[config.mk]
export PLATFORM = sky130hd
export DESIGN_NAME = isc_top
export DESIGN_NICKNAME = d
export VERILOG_FILES = /design/src/verilog/isc_pkg.sv /design/src/verilog/isc_top.sv
export VERILOG_INCLUDE_DIRS = /design/src /design/src/verilog
export SDC_FILE = /design/constraint.sdc
export NUM_CORES = 1
export LEC_CHECK = 0
export BUFFER_PORTS_ARGS = -buffer_cell sky130_fd_sc_hd__buf_2
export CAP_MARGIN = 30
export CORE_MARGIN = 1.5
export CORE_UTILIZATION = 51
export DETAILED_ROUTE_END_ITERATION = 8
export HOLD_SLACK_MARGIN = 0.06
export PLACE_DENSITY = 0.9
export SLEW_MARGIN = 10
export SYNTH_ARGS = -nofsm -noshare
export SYNTH_HDL_FRONTEND = slang
export SYNTH_SLANG_ARGS = --single-unit
export TNS_END_PERCENT = 5
[constraint.sdc]
create_clock -name hclk -period 7.7 [get_ports hclk]
set_clock_uncertainty 0.1 [all_clocks]
set_input_delay 0.385 -clock hclk [delete_from_list [all_inputs] [get_ports hclk]]
set_output_delay 0.385 -clock hclk [all_outputs]
set_load 0.01 [all_outputs]
[src/verilog/isc_params.svh]
/*
  Constants of the interrupt source control and status block: register
  indices, field positions, reset values and vector types.
  Assumes it is included by bare name from the design files.
*/
`ifndef ISC_PARAMS_SVH
`define ISC_PARAMS_SVH

// ----------------------------------------------------------------------
// Register indices (byte address is four times the index)
// ----------------------------------------------------------------------
`define ISC_IDX_MASK    8'h28
`define ISC_IDX_THR     8'h2A
`define ISC_IDX_REQ     8'h2E
`define ISC_IDX_STAT    8'h30
`define ISC_IDX_T0      8'h32
`define ISC_IDX_DMA0    8'h34
`define ISC_IDX_DMA1    8'h36
`define ISC_IDX_T1      8'h38
`define ISC_IDX_T2      8'h3A

// ----------------------------------------------------------------------
// Fields and reset values
// ----------------------------------------------------------------------
`define ISC_CTRL_BLK    3
`define ISC_STAT_HALT   15
`define ISC_RST_BLK     1'b1
`define ISC_RST_PRIO    3'h7
`define ISC_RST_THR     3'h7
`define ISC_RST_HALT    1'b0

// ----------------------------------------------------------------------
// Vector types
// ----------------------------------------------------------------------
`define ISC_VEC_T2      8'h08
`define ISC_VEC_T1      8'h12
`define ISC_VEC_T0      8'h13
`define ISC_VEC_DMA0    8'h0A
`define ISC_VEC_DMA1    8'h0B

`endif

[src/verilog/isc_pkg.sv]
/*
  Types of the interrupt source control and status block.
  Assumes nothing beyond a SystemVerilog compiler.
*/
`default_nettype none
package isc_pkg;
  typedef logic [2:0] isc_prio_t;
  typedef logic [2:0] isc_src_t;
  typedef enum logic [1:0] {
    ISC_BUS_IDLE,
    ISC_BUS_WRITE,
    ISC_BUS_READ
  } isc_bus_t;
endpackage : isc_pkg
`default_nettype wire

[src/verilog/isc_top.sv]
/*
  Interrupt source control and status: per-source control registers,
  timer status with DMA halt flag, live request view and a small arbiter.
  Assumes a single AHB-Lite master on hclk and pulse inputs from the
  timers, DMA channels and core on the same clock; pins are asynchronous.
*/
`include "isc_params.svh"
`default_nettype none
module isc_top
  import isc_pkg::*;
(
  input  wire logic        hclk,
  input  wire logic        hresetn,
  input  wire logic        hsel,
  input  wire logic [31:0] haddr,
  input  wire logic [1:0]  htrans,
  input  wire logic        hwrite,
  input  wire logic [2:0]  hsize,
  input  wire logic        hready,
  input  wire logic [31:0] hwdata,
  output logic      [31:0] hrdata,
  output logic             hreadyout,
  output logic             hresp,
  input  wire logic        slave_mode,
  input  wire logic [2:0]  timer_req_pulse,
  input  wire logic [1:0]  dma_done_pulse,
  input  wire logic [1:0]  pin_is_irq,
  input  wire logic        external_irq_five,
  input  wire logic        external_irq_six,
  input  wire logic [4:0]  ext_irq_pin,
  input  wire logic        serial0_enable,
  input  wire logic [6:0]  serial0_conds,
  input  wire logic        serial1_enable,
  input  wire logic [6:0]  serial1_conds,
  input  wire logic        nmi_taken,
  input  wire logic        return_from_interrupt,
  input  wire logic        intr_ack,
  output logic             irq_request,
  output logic      [7:0]  irq_vector,
  output logic             dma_suspend_flag
);

  // ----------------------------------------------------------------------
  // Pin synchronisers
  // ----------------------------------------------------------------------
  logic [6:0] pin_s1_r;
  logic [6:0] pin_s2_r;
  logic [6:0] pin_s3_r;
  logic [6:0] pin_f_r;
  wire  [6:0] pin_raw = {external_irq_six, external_irq_five, ext_irq_pin};
  wire  [6:0] pin_f_nxt = (pin_s2_r & pin_s3_r) | (pin_f_r & (pin_s2_r ^ pin_s3_r));

  always_ff @(posedge hclk or negedge hresetn) begin
    if (!hresetn) begin
      pin_s1_r <= 7'h00;
      pin_s2_r <= 7'h00;
      pin_s3_r <= 7'h00;
      pin_f_r  <= 7'h00;
    end else begin
      pin_s1_r <= pin_raw;
      pin_s2_r <= pin_s1_r;
      pin_s3_r <= pin_s2_r;
      pin_f_r  <= pin_f_nxt;
    end
  end

  // ----------------------------------------------------------------------
  // AHB-Lite slave; reads take one wait state so data follow any write
  // ----------------------------------------------------------------------
  isc_bus_t   bus_r;
  logic [7:0] idx_r;
  logic [15:0] rdata;
  wire  accept = hsel && htrans[1] && hready;
  wire  wr_en  = (bus_r == ISC_BUS_WRITE);
  wire  [15:0] wd = hwdata[15:0];

  always_ff @(posedge hclk or negedge hresetn) begin
    if (!hresetn) begin
      bus_r     <= ISC_BUS_IDLE;
      idx_r     <= 8'h00;
      hreadyout <= 1'b1;
      hrdata    <= 32'h0000_0000;
    end else if (bus_r == ISC_BUS_READ && !hreadyout) begin
      hrdata    <= {16'h0000, rdata};
      hreadyout <= 1'b1;
      bus_r     <= ISC_BUS_IDLE;
    end else if (accept) begin
      idx_r     <= haddr[9:2];
      bus_r     <= hwrite ? ISC_BUS_WRITE : ISC_BUS_READ;
      hreadyout <= hwrite;
    end else begin
      bus_r     <= ISC_BUS_IDLE;
    end
  end

  always_ff @(posedge hclk or negedge hresetn) begin
    if (!hresetn) hresp <= 1'b0;
    else hresp <= 1'b0;
  end

  // ----------------------------------------------------------------------
  // Control registers; source order T0, T1, T2, DMA0, DMA1
  // ----------------------------------------------------------------------
  logic [4:0] blk_r;
  isc_prio_t  prio_r [5];
  isc_prio_t  thr_r;
  // In master mode 038h/03ah belong to other sources and are not mapped here
  wire [4:0] ctl_wr;
  assign ctl_wr[0] = wr_en && idx_r == `ISC_IDX_T0;
  assign ctl_wr[1] = wr_en && idx_r == `ISC_IDX_T1 && slave_mode;
  assign ctl_wr[2] = wr_en && idx_r == `ISC_IDX_T2 && slave_mode;
  assign ctl_wr[3] = wr_en && idx_r == `ISC_IDX_DMA0;
  assign ctl_wr[4] = wr_en && idx_r == `ISC_IDX_DMA1;
  wire mreg_wr = wr_en && idx_r == `ISC_IDX_MASK;
  wire thr_wr = wr_en && idx_r == `ISC_IDX_THR;
  wire [4:0] mreg_view = {wd[3], wd[2], slave_mode ? wd[5] : blk_r[2],
                          slave_mode ? wd[4] : blk_r[1], wd[0]};
  // Either location updates the one stored mask bit; one process owns all of it
  wire [4:0] blk_nxt = (ctl_wr & {5{wd[`ISC_CTRL_BLK]}}) |
                       (~ctl_wr & (mreg_wr ? mreg_view : blk_r));

  always_ff @(posedge hclk or negedge hresetn) begin
    if (!hresetn) begin
      blk_r <= {5{`ISC_RST_BLK}};
      for (int k = 0; k < 5; k++) begin
        prio_r[k] <= `ISC_RST_PRIO;
      end
    end else begin
      blk_r <= blk_nxt;
      for (int k = 0; k < 5; k++) begin
        if (ctl_wr[k]) prio_r[k] <= wd[2:0];
      end
    end
  end

  always_ff @(posedge hclk or negedge hresetn) begin
    if (!hresetn) thr_r <= `ISC_RST_THR;
    else if (thr_wr) thr_r <= wd[2:0];
  end

  // Master mode: the shared register governs all three timers
  function automatic isc_src_t ctl_of(input isc_src_t s, input logic slv);
    ctl_of = (!slv && s < 3'd3) ? 3'd0 : s;
  endfunction : ctl_of

  // ----------------------------------------------------------------------
  // Pending state, status register and halt flag
  // ----------------------------------------------------------------------
  logic [2:0] tpend_r;
  logic [1:0] dpend_r;
  logic [2:0] src_r;
  wire  stat_wr = wr_en && idx_r == `ISC_IDX_STAT;
  wire  [4:0] ack_clr = (intr_ack && irq_request) ? (5'h01 << src_r) : 5'h00;
  wire  [1:0] dsrc;
  assign dsrc[0] = pin_is_irq[0] ? pin_f_r[5] : dma_done_pulse[0];
  assign dsrc[1] = pin_is_irq[1] ? pin_f_r[6] : dma_done_pulse[1];
  // Timer sources set over a clear in the same cycle
  wire  [2:0] tpend_nxt = (stat_wr ? wd[2:0] : (tpend_r & ~ack_clr[2:0])) | timer_req_pulse;
  wire  [1:0] dpend_nxt = (dpend_r & ~ack_clr[4:3]) | dsrc;
  wire  halt_nxt = nmi_taken ? 1'b1 :
                   stat_wr ? wd[`ISC_STAT_HALT] :
                   return_from_interrupt ? 1'b0 : dma_suspend_flag;

  always_ff @(posedge hclk or negedge hresetn) begin
    if (!hresetn) begin
      tpend_r          <= 3'h0;
      dpend_r          <= 2'h0;
      dma_suspend_flag <= `ISC_RST_HALT;
    end else begin
      tpend_r          <= tpend_nxt;
      dpend_r          <= dpend_nxt;
      dma_suspend_flag <= halt_nxt;
    end
  end

  // ----------------------------------------------------------------------
  // Live request view, read-only
  // ----------------------------------------------------------------------
  wire ser0 = serial0_enable && |serial0_conds;
  wire ser1 = serial1_enable && |serial1_conds;
  wire [15:0] req_master = {5'h00, ser0, ser1, pin_f_r[4:0], dpend_r, 1'b0, |tpend_r};
  wire [15:0] req_slave  = {10'h000, tpend_r[2], tpend_r[1], dpend_r, 1'b0, tpend_r[0]};
  wire [15:0] req_view   = slave_mode ? req_slave : req_master;
  wire [15:0] mask_rd    = {10'h000, slave_mode ? blk_r[2:1] : 2'b00, blk_r[4:3], 1'b0, blk_r[0]};

  function automatic logic [15:0] ctl_rd(input logic m, input isc_prio_t p);
    ctl_rd = {12'h000, m, p};
  endfunction : ctl_rd

  always_comb begin
    rdata = 16'h0000;
    unique case (idx_r)
      `ISC_IDX_MASK: rdata = mask_rd;
      `ISC_IDX_THR:  rdata = {13'h0000, thr_r};
      `ISC_IDX_REQ:  rdata = req_view;
      `ISC_IDX_STAT: rdata = {dma_suspend_flag, 12'h000, tpend_r};
      `ISC_IDX_T0:   rdata = ctl_rd(blk_r[0], prio_r[0]);
      `ISC_IDX_DMA0: rdata = ctl_rd(blk_r[3], prio_r[3]);
      `ISC_IDX_DMA1: rdata = ctl_rd(blk_r[4], prio_r[4]);
      `ISC_IDX_T1:   rdata = slave_mode ? ctl_rd(blk_r[1], prio_r[1]) : 16'h0000;
      `ISC_IDX_T2:   rdata = slave_mode ? ctl_rd(blk_r[2], prio_r[2]) : 16'h0000;
      default:       rdata = 16'h0000;
    endcase
  end

  // ----------------------------------------------------------------------
  // Arbiter: lowest priority value wins, ties go to the lower source index
  // ----------------------------------------------------------------------
  wire [4:0] pend = {dpend_r, tpend_r};
  logic      found;
  isc_src_t  best;
  isc_prio_t best_p;
  logic [4:0] elig;
  logic [7:0] vec;

  always_comb begin
    found  = 1'b0;
    best   = 3'd0;
    best_p = 3'h7;
    elig   = 5'h00;
    for (int i = 0; i < 5; i++) begin
      elig[i] = pend[i] && !blk_r[ctl_of(3'(i), slave_mode)] &&
                (prio_r[ctl_of(3'(i), slave_mode)] <= thr_r);
      if (elig[i] && (!found || prio_r[ctl_of(3'(i), slave_mode)] < best_p)) begin
        found  = 1'b1;
        best   = 3'(i);
        best_p = prio_r[ctl_of(3'(i), slave_mode)];
      end
    end
  end

  always_comb begin
    unique case (best)
      3'd0:    vec = `ISC_VEC_T0;
      3'd1:    vec = `ISC_VEC_T1;
      3'd2:    vec = `ISC_VEC_T2;
      3'd3:    vec = `ISC_VEC_DMA0;
      default: vec = `ISC_VEC_DMA1;
    endcase
  end

  // Registered answer: a just-acknowledged source drops one cycle late
  always_ff @(posedge hclk or negedge hresetn) begin
    if (!hresetn) begin
      irq_request <= 1'b0;
      irq_vector  <= 8'h00;
      src_r       <= 3'd0;
    end else begin
      irq_request <= found;
      irq_vector  <= vec;
      src_r       <= best;
    end
  end
endmodule : isc_top
`default_nettype wire

==> out/results.txt, run 1 <==
Yosys top cell area share: 0.336
data arrival time of the critical path: 7.35 ns
capturing point of the worst reg2reg path: irq_vector[4]
Sinks on Clock Net: 88
type of the worst min-delay path: primary input to flop
DP Area: 5190 sq um
sequential area share after synthesis: 0.468
synthesized-area fraction occupied by ao, oa, aoi and oai cells: 0.188
number of antenna violations at the first check in global routing: 0
Clock H-tree levels: 3
area of the core: 9150 sq um
Switching Fraction: 0.324
master cell of the clock root buffer: clkbuf_8
asr flop ratio synth: 1.00
Most Frequent Cell on Critical Path: ha_1
EDFF count, synth: 0
number of flip-flops and latches in the synthesized netlist: 88
synthesized area per cell: 10.9 sq um
maximum number of pins on one net before global-route repair: 62
post-synthesis instance area: 4770 sq um
top-count cell post-synth: dfrtp_1
Seq pwr share: 0.474
MaxCap Viol Count: 0
effective utilization at floorplan: 0.521
Total Routed Length: 11500 microns
area enclosed by the die boundary: 9950 sq um
total leakage power: 2.56 nW
fin crit period: 7.21 ns
final critical-path share of the clock period: 0.936
combined buffer and inverter count along the critical path: 1
detail-routed via count per cell: 6.06
length of the first detailed-routing pass in iterations: 6
ranking of synthesized cells by instance count: dfrtp_1 (64), nand2_1 (33), ha_1 (30)
Inserted Diodes: 0
detailed-route wire length per cell: 17.9 microns
clk slew on worst S/H paths: 0.10 ns
Req. time, crit path: 7.84 ns
Endpoint, Worst Hold: bus_r[1]
basic-gate share of the synthesized area counting and, or, nand and nor cells: 0.138
number of global-route vias before repair: 3808
maximum clock insertion buffer count: 2
Clock Power Share: 0.278
instance count of the mapped netlist: 438
Cells on Worst Hold Path: 2
Critical Path Slowest Stage Cell: dfstp_2
Core Rows: 35
count of nets left with antenna violations after detail routing: 0
Net count, final: 661
clock buffer count from CTS: 9
Clock Latency Late Sink: 0.36 ns
P&R area growth vs syn: 16.1%
height of the die: 99.7 microns
most instantiated flip-flop cell in the synthesis netlist: dfrtp_1
share of synthesized cell area in full adder, half adder and majority cells: 0.0787
highest attainable clock frequency: 139 MHz
detailed-route via count: 3871
worst reg-to-reg setup slack: 0.49 ns
final number of max-transition violations: 0
final count of negative-setup-slack endpoints: 0
fraction of final layout cells with drive strength greater than 1: 0.295
maximum fanout along the worst path: 7
startpoint-to-endpoint class of the critical path: flop to flop
post-CTS setup buffers: 0
GR Util All Layers: 0.238
area of all placed cells without fillers: 5540 sq um
final RePlAce weighted congestion: 0.925
net load switching power: 390 uW
cell taking the most area after synthesis: dfrtp_1
die width: 99.7 microns
CTS tree: done
mux contribution to synthesized area: 0.0674
total stage count of the critical path: 28
Final HPWL DP: 8410 microns
number of warning messages in the yosys log: 0
slew at the pin closest to its max-slew limit: 0.946 ns
Slowest Stage Delay on Critical Path: 0.56 ns
IR Drop Worst-Case VDD: 0.000150 V
post-layout utilization of the core: 0.605
relative contribution of combinational cells to total power: 0.248
number of distinct library cell variants in the gate-level netlist after synthesis: 64
Internal Power: 815 uW
worst relative slew slack: 0.364
# DRC: 0
Fin. Hold Viols: 0
residual overflow from global routing: 0
startpoint kind of the worst setup timing path: flop
first-pass GRT wire length: 18500 microns
cell type group with the largest total delay on the critical path: compound AO/OA/AOI/OAI gates
top cells by area in the synthesized netlist: dfrtp_1 (34%), dfstp_2 (13%), ha_1 (7.9%), mux2_2 (5.9%), buf_4 (3.9%)
IO Count: 152
critical hold path startpoint: hwrite
Worst setup EP type: flop
reg-to-reg critical path startpoint: thr_r[1]
combinational family with the most area after synthesis: compound AO/OA/AOI/OAI gates
status: finished, final reports clean
cell count of the worst reg-to-reg path: 28
input/output buffers: 73
power per standard cell area: 218 nW/um^2
first-iteration detailed-routing DRC count: 318
post-synthesis share of cell area spent on xor and xnor gates: 0
==> sequential cells by signal (all words and copies together), names as in the netlist, 3 cells and up, named ones only <==
name / cells
pin_s3_r: 7
pin_s1_r: 7
hrdata: 12
pin_s2_r: 7
src_r: 3
irq_vector: 4
tpend_r: 3
thr_r: 3
prio_r: 15
pin_f_r: 7
idx_r: 8
==> power groups by stage <==
stage | combinational (mW) | sequential [mW] | clock (mW)
floorplan | 0.201 | 0.563 | 0
global placement | 0.261 | 0.574 | 0
detailed placement | 0.277 | 0.576 | 0
CTS | 0.283 | 0.569 | 0.341
global route | 0.334 | 0.576 | 0.361
finish | 0.299 | 0.571 | 0.335
==> cells by family after synthesis <==
| family | after synthesis |
|---|---|
| buf+inv | 50 |
| simple gates | 124 |
| flops | 88 |
| compound gates | 116 |
| fa+ha+maj | 30 |
| other cells | 1 |
| mux | 29 |
==> through the flow <==
step           instances  power [mW]  hold WS, ns  setup TNS, ns  setup WS [ns]
6_report             639        1.20        0.106              0          0.491
3_3_place_gp         613       0.835        0.232              0          0.314
5_1_grt              639        1.27       0.0971        -0.0490        -0.0234
2_1_floorplan        462       0.764      -0.0106              0           1.29
4_1_cts              639        1.19       0.0930              0         0.0960
3_5_place_dp         615       0.853        0.226              0         0.0590
==> worst register-to-register path: cells and delay by family, from the launching register on <==
kind | cells | cell delay (ns)
AOI/OAI and AO/OA | 12 | 2.90
and+or+nand+nor | 8 | 1.12
muxes | 2 | 0.77
DFF | 1 | 0.56
buffers and inverters | 1 | 0.15
adders and majority gates | 5 | 1.49
==> timing repair <==
item                                   in CTS  in global routing
pin swaps                                   0                  2
hold buffers                                8                  0
setup endpoints to repair                   1                  7
gates cloned                                0                  0
endpoints found under the hold margin      34                  0
gates resized for setup                     1                 10
==> cells in the final DEF (no fill, tap or decap), types with 3 or more instances in the layout <==
| master | synthesis | routed |
|---|---|---|
| buf_2 | 1 | 72 |
| dfrtp_1 | 64 | 64 |
| nand2_1 | 33 | 33 |
| ha_1 | 30 | 30 |
| nor2_1 | 26 | 26 |
| mux2_2 | 25 | 25 |
| conb_1 | 1 | 25 |
| o21ai_0 | 26 | 24 |
| dfstp_2 | 24 | 24 |
| inv_1 | 17 | 17 |
| nand3_1 | 12 | 12 |
| nor3_1 | 12 | 12 |
| a21o_1 | 10 | 10 |
| a22o_1 | 10 | 10 |
| clkbuf_8 | 0 | 10 |
| a21oi_1 | 10 | 9 |
| nor2b_1 | 9 | 9 |
| dlygate4sd3_1 | 0 | 8 |
| a211o_1 | 6 | 6 |
| o21a_1 | 6 | 6 |
| and2_1 | 5 | 5 |
| nand2b_1 | 5 | 5 |
| o211ai_1 | 5 | 5 |
| a22oi_1 | 5 | 5 |
| a211oi_1 | 4 | 4 |
| nand3b_1 | 4 | 4 |
| mux2i_1 | 4 | 4 |
| a222oi_1 | 4 | 4 |
| nand4_1 | 3 | 3 |
| o41ai_1 | 3 | 3 |
==> area by class of cell <==
class	instances	area (sq um)
fill	727	3610
tap	111	139
clock buffer	10	138
sequential	88	2230
clock inverter	6	72.6
timing repair buffer	83	485
inverter	17	63.8
multi-input combinational	324	2410
==> worst max path at each step <==
stage / startpoint / end / slack [ns]
CTS: thr_r[2] / irq_vector[4] / 0.1
finish: thr_r[1] / irq_vector[4] / 0.49
global route: thr_r[1] / irq_vector[4] / -0.02
global placement: thr_r[2] / irq_vector[4] / 0.31
detailed placement: thr_r[2] / irq_vector[4] / 0.06
floorplan: thr_r[2] / irq_vector[4] / 1.29
==> metal layers <==
metal	share of wire	track usage	wire (microns)	vias up
met4	0.035	0.0791	401	0
met5	0	0	0	-
met1	0.39	0.293	4420	1891
met2	0.50	0.413	5780	191
met3	0.075	0.0548	855	44
li1	-	-	-	1745
Power figures use the tool's default switching activity.
==> run 2, diff against run 1 <==
==> constraint.sdc (replaced) <==
create_clock -name hclk -period 7.7 [get_ports hclk]
set_clock_uncertainty 0.1 [all_clocks]
set_input_delay 1.54 -clock hclk [delete_from_list [all_inputs] [get_ports hclk]]
set_output_delay 1.54 -clock hclk [all_outputs]
set_load 0.01 [all_outputs]
==> run 2 against run 1 <==
Compared with the run above: largest cell class unchanged; global-route usage grew 0.38 points; critical path type is now primary input to flop; combinational power about the same; core utilization decreased by 1.2 points; largest power group unchanged; clock power is 7.8% lower; clock-buffer cell count fell by 1; critical endpoint is now src_r[1].
==> out/results.txt, run 2 (same netlist as run 1, synthesis figures left out) <==
status: finished, final reports clean
length of the first detailed-routing pass in iterations: 5
net load switching power: 396 uW
relative contribution of combinational cells to total power: 0.252
register with the most flip-flops: prio_r
fin crit period: 7.42 ns
startpoint-to-endpoint class of the critical path: primary input to flop
worst relative slew slack: 0.359
fraction of final layout cells with drive strength greater than 1: 0.302
effective utilization at floorplan: 0.521
MaxCap Viol Count: 0
final count of negative-setup-slack endpoints: 0
Internal Power: 780 uW
type of the worst min-delay path: flop to flop
residual overflow from global routing: 0
DP Area: 5230 sq um
unrepaired setup endpoints after global routing: false
first-pass GRT wire length: 18800 microns
final RePlAce weighted congestion: 0.968
area of the core: 9150 sq um
maximum fanout along the worst path: 11
first-iteration detailed-routing DRC count: 283
master cell of the clock root buffer: clkbuf_8
CTS tree: done
data arrival time of the critical path: 7.58 ns
total leakage power: 2.54 nW
maximum clock insertion buffer count: 2
clock buffer count from CTS: 9
startpoint of the worst setup timing path: slave_mode
Req. time, crit path: 7.86 ns
power per standard cell area: 217 nW/um^2
critical hold path startpoint: pin_s1_r[5]
Seq pwr share: 0.485
slew at the pin closest to its max-slew limit: 0.953 ns
number of global-route vias before repair: 4039
max reg flops: 15
Final HPWL DP: 8610 microns
number of antenna violations at the first check in global routing: 0
Core Rows: 35
IO Count: 152
top flop regs: prio_r: 15 flops, hrdata: 12 flops, idx_r: 8 flops
Post-CTS Hold Buffers: 0
clk slew on worst S/H paths: 0.10 ns
Inserted Diodes: 0
Clock Power Share: 0.263
die width: 99.7 microns
reg-to-reg critical path startpoint: thr_r[1]
Total Routed Length: 11300 microns
area of all placed cells without fillers: 5430 sq um
GR Util All Layers: 0.242
Worst setup EP type: flop
detailed-route wire length per cell: 17.7 microns
P&R area growth vs syn: 13.8%
highest attainable clock frequency: 135 MHz
post-layout total power: 1.18 mW
Clock H-tree levels: 3
Clock Latency Late Sink: 0.37 ns
startpoint kind of the worst setup timing path: primary input
# DRC: 0
input/output buffers: 73
maximum number of pins on one net before global-route repair: 62
area enclosed by the die boundary: 9950 sq um
Switching Fraction: 0.337
Net count, final: 660
height of the die: 99.7 microns
final critical-path share of the clock period: 0.963
detailed-route via count: 3854
Fin. Hold Viols: 0
most frequent cells in the layout: buf_2 (72), dfrtp_1 (64), nand2_1 (33)
final number of max-transition violations: 0
detail-routed via count per cell: 6.04
count of nets left with antenna violations after detail routing: 0
Sinks on Clock Net: 88
most common cell after layout, fill and taps aside: buf_2
IR Drop Worst-Case VDD: 0.000145 V
## run 2: cell types whose count changed in the layout (fill, tap and decap cells not counted), sizes merged
cell / before / now
dlygate4sd3: 8 / 0
buf: 74 / 81
bufinv: 1 / 0
clkdlybuf4s18: 1 / 0
clkinv: 2 / 3
clkinvlp: 0 / 1
## run 2: area by class of cell
class / count / area [sq um]
clock buffers: 9 / 124
clock inverters: 7 / 72.6
fillers: 749 / 3720
inverters: 17 / 63.8
multi-input cells: 324 / 2350
flip-flops and latches: 88 / 2230
well taps: 111 / 139
repair buffers: 82 / 453
## run 2: power groups by stage
stage	sequential, mW	combinational (mW)	clock [mW]
2_1_floorplan	0.563	0.201	0
3_3_place_gp	0.575	0.273	0
3_5_place_dp	0.576	0.292	0
4_1_cts	0.568	0.296	0.315
5_1_grt	0.576	0.330	0.331
6_report	0.570	0.297	0.309
## run 2: final timing paths
kind                          endpoint  slack, ns  cells after the start
setup reg to reg              src_r[1]       0.39                     29
setup / recovery              src_r[1]       0.28                     26
hold / removal             pin_s2_r[5]       0.26                      0
max in group asynchronous    async pin       5.86                      2
hold reg to reg            pin_s2_r[5]       0.26                      0
min in group asynchronous  pin_s3_r[2]       0.97                      1
## run 2: timing repair
item | in CTS | in global routing
setup buffers | 0 | 0
gates resized for setup | 0 | 2
setup endpoints to repair | 0 | 7
## run 2: layer usage
layer | GRT usage | vias up | routed length [microns]
met1 | 0.288 | 1862 | 4380
met2 | 0.409 | 191 | 5580
li1 | - | 1749 | -
met3 | 0.0597 | 52 | 857
met4 | 0.118 | 0 | 470
met5 | 0 | - | 0
## run 2: critical path: stages
cell,delay (ns)
buf_2,0.20
and2b_1,0.23
a21oi_1,0.22
ha_1,0.19
inv_1,0.05
a211o_1,0.31
a21oi_2,0.22
nand2_1,0.20
o21ai_1,0.25
ha_1,0.27
o21a_1,0.19
o22ai_1,0.23
nand2_1,0.09
nand2_1,0.12
mux2_2,0.37
ha_1,0.32
a21oi_1,0.22
nor2_1,0.09
a211oi_2,0.35
mux2_2,0.38
ha_1,0.30
a2111oi_0,0.53
o2111ai_1,0.24
o32ai_2,0.24
buf_4,0.18
nor2_1,0.05
## run 2: through the flow
step	hold WS (ns)	TNS (ns)	cells	setup slack, ns	utilization
finish	0.259	0	638	0.282	0.593
global placement	0.232	0	620	0.149	0.568
CTS	0.262	0	637	0.344	0.593
floorplan	0.231	0	462	0.719	-
global route	0.267	0	638	0.0260	0.593
detailed placement	0.235	-0.0987	621	-0.0272	0.571
